<file path="src/shared/sse_regs.vh">
// Register indices, byte addresses, fields and reset values of the stack entries
`ifndef SSE_REGS_VH
`define SSE_REGS_VH

// ----------------------------------------------------------------------------
// Register indices as printed, and byte addresses (index times four)
// ----------------------------------------------------------------------------
`define SSE_IDX_STEP6 6'h26
`define SSE_IDX_STEP7 6'h27
`define SSE_IDX_STEP8 6'h28
`define SSE_IDX_STEP9 6'h29
`define SSE_ADDR_STEP6 8'h98
`define SSE_ADDR_CTRL 8'hb0
`define SSE_ADDR_STAT 8'hb4

// ----------------------------------------------------------------------------
// Entry field positions
// ----------------------------------------------------------------------------
`define SSE_F_DIR 15
`define SSE_F_SEL_HI 14
`define SSE_F_SEL_LO 9
`define SSE_F_RET 8
`define SSE_F_B_HI 7
`define SSE_F_B_LO 4
`define SSE_F_A_HI 3
`define SSE_F_A_LO 0

// ----------------------------------------------------------------------------
// Reset values of the whole entries
// ----------------------------------------------------------------------------
`define SSE_RST_STEP6 16'h4c66
`define SSE_RST_STEP7 16'h4f77
`define SSE_RST_STEP8 16'h5000
`define SSE_RST_STEP9 16'h5200

// ----------------------------------------------------------------------------
// Control fields and sampling
// ----------------------------------------------------------------------------
`define SSE_CTRL_EN 0
`define SSE_CTRL_RESTART 1
`define SSE_SYNC_STAGES 3

`endif

</file>
<file path="src/verilog/sse_stack_regs.v">
// Sequencer stack entries six to nine with APB access and entry walker
//
// Operation
// RL1 - Bit 15 one writes, zero reads
// RL2 - Bits 14..9 must match entry address
// RL3 - Flag clear: next entry after conversion
// RL4 - Flag set: back to first entry
// RL5 - Bits 7..4 pick converter B channel
// RL6 - Bits 3..0 pick converter A channel
// RL7 - Entry six resets to 0x4c66
// RL8 - Entry seven resets to 0x4f77
// RL9 - Entry eight resets to 0x5000
// RL10 - Entry nine resets to 0x5200
// RL11 - Pointer starts at first entry
`timescale 1ns/1ns
`default_nettype none
`include "sse_regs.vh"

module sse_stack_regs #(
    parameter ENTRIES = 4
) (
    input wire clk,
    input wire resetn,
    input wire psel,
    input wire penable,
    input wire pwrite,
    input wire [7:0] paddr,
    input wire [31:0] pwdata,
    output wire [31:0] prdata,
    output wire pready,
    output wire pslverr,
    input wire convDone,
    output wire [3:0] convAChannel,
    output wire [3:0] convBChannel,
    output wire [1:0] stepIndex,
    output wire seqActive
);

    // ------------------------------------------------------------------------
    // Address decode
    // ------------------------------------------------------------------------

    // Returns {hit, index} for an entry address, zero when not an entry
    function [2:0] entryDecode;
        input [7:0] addr;
        reg [7:0] rel;
        begin
            rel = addr - `SSE_ADDR_STEP6;
            if (addr >= `SSE_ADDR_STEP6 && rel[1:0] == 2'b00 && rel[7:4] == 4'h0) begin
                entryDecode = {1'b1, rel[3:2]};
            end else begin
                entryDecode = 3'b000;
            end
        end
    endfunction

    // Own six-bit address of an entry slot
    function [5:0] ownSelect;
        input [1:0] idx;
        begin
            ownSelect = `SSE_IDX_STEP6 + {4'h0, idx};
        end
    endfunction

    // Reset bits held in storage for each slot
    function [8:0] resetBits;
        input integer idx;
        reg [15:0] full;
        begin
            case (idx)
                0: full = `SSE_RST_STEP6; // see RL7
                1: full = `SSE_RST_STEP7; // see RL8
                2: full = `SSE_RST_STEP8; // see RL9
                default: full = `SSE_RST_STEP9; // see RL10
            endcase
            resetBits = full[8:0];
        end
    endfunction

    wire [2:0] hitNow;
    wire entryHit;
    wire [1:0] entryIdx;
    wire ctrlHit;
    wire statHit;
    wire mapped;
    wire setupPhase;
    wire accessWrite;

    assign hitNow = entryDecode(paddr);
    assign entryHit = hitNow[2];
    assign entryIdx = hitNow[1:0];
    assign ctrlHit = (paddr == `SSE_ADDR_CTRL);
    assign statHit = (paddr == `SSE_ADDR_STAT);
    assign mapped = entryHit | ctrlHit | statHit;
    assign setupPhase = psel & ~penable;
    assign accessWrite = psel & penable & pwrite;

    // Zero wait states, error on unmapped addresses
    assign pready = 1'b1;
    assign pslverr = psel & penable & ~mapped;

    // ------------------------------------------------------------------------
    // Write frame check
    // ------------------------------------------------------------------------

    // Only a write frame naming this entry's own address is stored
    wire frameWrite;
    wire frameSelOk;
    assign frameWrite = pwdata[`SSE_F_DIR]; // see RL1
    assign frameSelOk = (pwdata[`SSE_F_SEL_HI:`SSE_F_SEL_LO] == ownSelect(entryIdx)); // see RL2

    wire entryWrite;
    assign entryWrite = accessWrite & entryHit & frameWrite & frameSelOk;

    // ------------------------------------------------------------------------
    // Stack entries
    // ------------------------------------------------------------------------
    wire [8:0] entryBits [0:ENTRIES-1];

    genvar gi;
    generate
        for (gi = 0; gi < ENTRIES; gi = gi + 1) begin : gEntry
            // Slot number of this entry, cut to the pointer width below
            localparam [31:0] SLOT_FULL = gi;
            sse_entry #(
                .RESET_BITS(resetBits(gi))
            ) uEntry (
                .clk(clk),
                .resetn(resetn),
                .wrEn(entryWrite && (entryIdx == SLOT_FULL[1:0])),
                .wrBits(pwdata[8:0]),
                .entryBits(entryBits[gi])
            );
        end
    endgenerate

    // ------------------------------------------------------------------------
    // Control register
    // ------------------------------------------------------------------------
    reg enable_q;
    reg restart_q;

    // Enable level and a one-cycle restart pulse
    always @(posedge clk or negedge resetn) begin
        if (!resetn) begin
            enable_q <= 1'b0;
            restart_q <= 1'b0;
        end else begin
            restart_q <= 1'b0;
            if (accessWrite && ctrlHit) begin
                enable_q <= pwdata[`SSE_CTRL_EN];
                restart_q <= pwdata[`SSE_CTRL_RESTART] |
                    (pwdata[`SSE_CTRL_EN] & ~enable_q);
            end
        end
    end

    // ------------------------------------------------------------------------
    // Conversion-done input sampling
    // ------------------------------------------------------------------------
    reg [`SSE_SYNC_STAGES-1:0] doneSync_q;
    reg doneLevel_q;
    wire doneEdge;

    // Three-stage sampler, stage one feeds stage two only
    always @(posedge clk or negedge resetn) begin
        if (!resetn) begin
            doneSync_q <= {`SSE_SYNC_STAGES{1'b0}};
        end else begin
            doneSync_q <= {doneSync_q[`SSE_SYNC_STAGES-2:0], convDone};
        end
    end

    // Level accepted once stages two and three agree
    always @(posedge clk or negedge resetn) begin
        if (!resetn) begin
            doneLevel_q <= 1'b0;
        end else if (doneSync_q[1] == doneSync_q[2]) begin
            doneLevel_q <= doneSync_q[2];
        end
    end

    assign doneEdge = (doneSync_q[1] == doneSync_q[2]) & doneSync_q[2] & ~doneLevel_q;

    // ------------------------------------------------------------------------
    // Entry walker
    // ------------------------------------------------------------------------
    reg [1:0] ptr_q;
    reg [1:0] ptr_d;
    reg active_q;
    wire [8:0] curBits;
    wire lastSlot;

    assign curBits = entryBits[ptr_q];
    assign lastSlot = ({30'd0, ptr_q} == ENTRIES - 1);

    // Next pointer after a completed conversion
    always @* begin
        ptr_d = ptr_q;
        if (restart_q) begin
            ptr_d = 2'b00; // see RL11
        end else if (active_q && doneEdge) begin
            if (curBits[`SSE_F_RET] || lastSlot) begin
                ptr_d = 2'b00; // see RL4
            end else begin
                ptr_d = ptr_q + 2'b01; // see RL3
            end
        end
    end

    // Pointer and running state
    always @(posedge clk or negedge resetn) begin
        if (!resetn) begin
            ptr_q <= 2'b00; // see RL11
            active_q <= 1'b0;
        end else begin
            ptr_q <= ptr_d;
            active_q <= enable_q;
        end
    end

    // ------------------------------------------------------------------------
    // Channel outputs
    // ------------------------------------------------------------------------
    reg [3:0] chanA_q;
    reg [3:0] chanB_q;

    // Channel picks of the active entry, registered
    always @(posedge clk or negedge resetn) begin
        if (!resetn) begin
            chanA_q <= 4'h0;
            chanB_q <= 4'h0;
        end else begin
            chanA_q <= curBits[`SSE_F_A_HI:`SSE_F_A_LO]; // see RL6
            chanB_q <= curBits[`SSE_F_B_HI:`SSE_F_B_LO]; // see RL5
        end
    end

    assign convAChannel = chanA_q;
    assign convBChannel = chanB_q;
    assign stepIndex = ptr_q;
    assign seqActive = active_q;

    // ------------------------------------------------------------------------
    // Read data
    // ------------------------------------------------------------------------
    reg [31:0] rdata_q;
    reg [31:0] rdata_d;
    wire [8:0] readBits;

    assign readBits = entryBits[entryIdx];

    // Read word built from the address in the setup cycle
    always @* begin
        rdata_d = 32'h0000_0000;
        if (entryHit) begin
            // Direction reads zero, select field reads the entry address
            rdata_d[`SSE_F_SEL_HI:`SSE_F_SEL_LO] = ownSelect(entryIdx); // see RL2
            rdata_d[8:0] = readBits;
        end else if (ctrlHit) begin
            rdata_d[`SSE_CTRL_EN] = enable_q;
        end else if (statHit) begin
            rdata_d[1:0] = ptr_q;
            rdata_d[2] = active_q;
            rdata_d[3] = doneLevel_q;
        end
    end

    // Captured at setup, held through the access cycle
    always @(posedge clk or negedge resetn) begin
        if (!resetn) begin
            rdata_q <= 32'h0000_0000;
        end else if (setupPhase && !pwrite) begin
            rdata_q <= rdata_d;
        end
    end

    assign prdata = rdata_q;

endmodule
`default_nettype wire

</file>
<file path="src/verilog/sse_entry.v">
// One stack entry: stored return flag and both channel picks
`timescale 1ns/1ns
`default_nettype none

module sse_entry #(
    parameter [8:0] RESET_BITS = 9'h000
) (
    input wire clk,
    input wire resetn,
    input wire wrEn,
    input wire [8:0] wrBits,
    output wire [8:0] entryBits
);

    // ------------------------------------------------------------------------
    // Storage
    // ------------------------------------------------------------------------
    reg [8:0] bits_q;

    // Load on accepted write frame, reset to the entry's own default
    always @(posedge clk or negedge resetn) begin
        if (!resetn) begin
            bits_q <= RESET_BITS;
        end else if (wrEn) begin
            bits_q <= wrBits;
        end
    end

    assign entryBits = bits_q;

endmodule
`default_nettype wire

</file>
<file path="config.mk">
export PLATFORM = sky130hd
export DESIGN_NAME = sse_stack_regs
export DESIGN_NICKNAME = d
export VERILOG_FILES = /design/src/verilog/sse_stack_regs.v /design/src/verilog/sse_entry.v
export VERILOG_INCLUDE_DIRS = /design/src /design/src/shared
export SDC_FILE = /design/constraint.sdc
export NUM_CORES = 1
export LEC_CHECK = 0
export ABC_AREA = 0
export BUFFER_PORTS_ARGS = -buffer_cell sky130_fd_sc_hd__buf_4
export CAP_MARGIN = 15
export CORE_AREA = 2 2 84 86
export CTS_CLUSTER_DIAMETER = 30
export DETAILED_ROUTE_END_ITERATION = 6
export DIE_AREA = 0 0 86 88
export GPL_ROUTABILITY_DRIVEN = 0
export PLACE_DENSITY = 0.77
export SKIP_LAST_GASP = 1
export SYNTH_ARGS = -nofsm -noshare
export SYNTH_HDL_FRONTEND = slang
export SYNTH_SLANG_ARGS = --single-unit
</file>
<file path="constraint.sdc">
create_clock -name clk -period 5.6 [get_ports clk]
set_clock_uncertainty 0.2 [all_clocks]
set_input_delay 0.56 -clock clk [delete_from_list [all_inputs] [get_ports clk]]
set_output_delay 0.56 -clock clk [all_outputs]
set_load 0.03 [all_outputs]
</file>
==> impl_metrics.csv <==
group,metric,value,unit
run_status,status,"finished, final reports clean",
sta,period_needed,2.83,ns
placed_design,io_buffers,55,
detailed_routing,vias,1938,
worst_setup_path,critPathRequiredTime,5.62,ns
power_and_ir_drop,clkPwrFrac,36.8,%
detailed_routing,top_layer,"met4",
detailed_routing,m1WireLength,2890,um
synthesis,synthCells,221,
clock_network,postCtsSetupBuffers,0,
floorplanning,start_util,48.5,%
clock_network,cts_sinks,66,
clock_network,clockRootBuffer,"clkbuf_8",
detailed_routing,dr.pass1.iters,4,
sta,fin_setup_tns,0,ns
power_and_ir_drop,p_seq_share,54.7,%
synthesis,netlist.area_leader.share,42.7,%
sta,worst_pin_slew,0.895,ns
floorplanning,rows,30,
power_and_ir_drop,switchingPower,0.223,mW
layout,drive_gt1_share,51.8,%
synthesis,ys_warn_count,0,
synthesis,synthTopCellsByArea,"dfrtp_1 (43%), mux4_2 (13%), mux2_2 (10%)",
layout,num_antenna_cells,0,
detailed_routing,drt_wl_total,6240,um
sta,hold_violations,0,
synthesis,ys_async_sr_fraction,100,%
detailed_routing,dr.first_iter.drc_count,90,
synthesis,avgSynthCellArea,14.6,um2
sta,hold_ws,0.116,ns
clock_network,h-tree-depth,3,
worst_setup_path,crit_type,"in2reg",
synthesis,synth.most_common_cell,"dfrtp_1",
clock_network,clk_path_buf_depth,2,
sta,rsz0062_at_grt,"false",
layout,nets,322,
clock_network,cts_buffers,9,
detailed_routing,wl_met3,339,um
power_and_ir_drop,leakagePower,1.82,nW
worst_setup_path,crit_arrival,2.85,ns
sta,max_freq,0.353,GHz
floorplanning,die_h,88,um
placed_design,dp_hpwl,4230,um
global_route,overflow,0,
worst_setup_path,cp_max_fo,18,
synthesis,synth_common_cells,"dfrtp_1 (55), mux2_2 (29), buf_4 (20)",
power_and_ir_drop,intPower,0.665,mW
global_route,grt_max_degree,67,
power_and_ir_drop,peakVddDrop,0.176,mV
worst_setup_path,worstPathCellList,"buf_4 > or4b_4 > a211oi_2 > nand3_2 > nor3_2 > mux2_2",
worst_setup_path,path_buf_inv,1,
global_route,grt_pass1_wl,10000,um
floorplanning,core,0.00664,mm2
flow_run,maxCapViolCount,0,
worst_setup_path,crit_path_end_kind,"register",
synthesis,yosysSeqAreaShare,51.7,%
layout,area_growth,16.3,%
clock_network,clk_pin_slew,0.07,ns
power_and_ir_drop,pwr_density_cell,237,mW/mm2
worst_setup_path,max_stage_delay,0.69,ns
sta,finalSetupViolCount,0,
floorplanning,die_x,86,um
clock_network,cts_tree,"built",
clock_network,post_cts_resized,0,
power_and_ir_drop,combPwrFrac,8.5,%
worst_setup_path,cp_slowest_cell,"nor3_2",
global_route,grt_use_total,17.7,%
floorplanning,die_area,0.00757,mm2
synthesis,yosys.area.top_type,"dfrtp_1",
power_and_ir_drop,p_sw_share,25.1,%
clock_network,clk_latency,0.34,ns
detailed_routing,postRouteAntennaNets,0,
synthesis,netlist_area,0.00322,mm2
floorplanning,ios,91,
sta,slew_viol_final,0,
global_route,grt_pass1_vias,1925,
detailed_routing,drc_errors,0,
synthesis,synth_edf_count,0,
worst_setup_path,cp-start-kind,"input pin",
synthesis,yosysUniqueCellTypes,41,
sta,slew_headroom,38.8,%
detailed_routing,vias_per_cell,5.41,
synthesis,ys.flop_type,"dfrtp_1",
detailed_routing,dr_wl_met2,2910,um
global_route,antenna_found_initial,0,
sta,finalCritPeriodShare,50.6,%
hold_path,min_path_type,"in2async",
clock_network,cts_hold_buf,0,
synthesis,synth_seq_cells,66,
worst_setup_path,path_delay_family,"simple AND/OR/NAND/NOR gates",
detailed_routing,routedWlPerCell,17.4,um
-- cells by family after synthesis --
| group | synth area share (%) |
|---|---|
| AO/OA/AOI/OAI | 3.96 |
| XOR/XNOR | 0.544 |
| adder cells (fa/ha/maj) | 1.17 |
| buffers and inverters | 6.68 |
| flip-flops | 51.7 |
| multiplexers | 27.9 |
| other | 0.233 |
| AND/OR/NAND/NOR | 7.85 |
-- layout make-up --
| class | instances | area (um2) |
|---|---|---|
| clock buffers | 12 | 135 |
| clock inverters | 4 | 20.0 |
| fillers | 563 | 2900 |
| inverters | 2 | 7.51 |
| multi-input cells | 139 | 1400 |
| flip-flops and latches | 66 | 1670 |
| well taps | 80 | 100 |
| repair buffers | 55 | 413 |
-- metrics by stage --
| step | utilization (%) | setup WS, ns | power, mW | cells | area (um2) |
|---|---|---|---|---|---|
| after floorplan | - | 2.81 | 0.545 | 238 | 3280 |
| after global placement | 54.0 | 2.42 | 0.569 | 342 | 3590 |
| after detailed placement | 54.0 | 2.37 | 0.571 | 342 | 3590 |
| after CTS | 56.4 | 2.75 | 0.897 | 358 | 3740 |
| after global routing | 56.4 | 2.65 | 0.929 | 358 | 3740 |
| final | 56.4 | 2.77 | 0.888 | 358 | 3740 |
-- registers in the layout (all words and copies together) (netlist names) --
signal	count
prdata	13
gEntry.uEntry.entryBits	36
restart_q	1
seqActive	1
doneLevel_q	1
stepIndex	2
doneSync_q	3
convAChannel	4
enable_q	1
convBChannel	4
-- cell usage in the layout (no fill, tap or decap), types with 4 or more instances in the layout --
cell and count:
a22o_1 5, a22oi_1 4, buf_4 55, clkbuf_8 9, clkinv_2 4, conb_1 19
dfrtp_1 55, dfstp_2 11, mux2_2 29, mux2_4 9, mux4_2 18, nand2_1 14
o21ai_0 4
-- power by group through the flow --
stage	Clock, mW	Sequential, mW	Combinational, mW
after global routing	0.360	0.486	0.0830
after CTS	0.335	0.486	0.0765
after detailed placement	0	0.494	0.0764
after global placement	0	0.494	0.0753
after floorplan	0	0.493	0.0521
final	0.327	0.486	0.0754
-- per-layer routing --
| metal | track usage (%) | up-vias |
|---|---|---|
| met5 | 0 | - |
| met4 | 7.36 | 0 |
| met3 | 4.05 | 8 |
| met2 | 26.4 | 71 |
| met1 | 25.2 | 975 |
| li1 | - | 884 |
-- path summary, 6_finish.rpt --
check	startpoint	end	slack, ns	depth (start not counted)
max	paddr[3]	gEntry[3].uEntry.entryBits[5]$_DFFE_PN0P_	2.77	6
min	resetn	prdata[8]$_DFFE_PN0P_	0.12	1
max reg2reg	stepIndex[0]$_DFFE_PN0P_	stepIndex[0]$_DFFE_PN0P_	3.41	4
min reg2reg	doneSync_q[0]$_DFF_PN0_	doneSync_q[1]$_DFF_PN0_	0.15	0
max in group asynchronous	resetn	prdata[5]$_DFFE_PN0P_	4.56	1
min in group clk	convDone	doneSync_q[0]$_DFF_PN0_	0.13	1
Power figures use the tool's default switching activity.
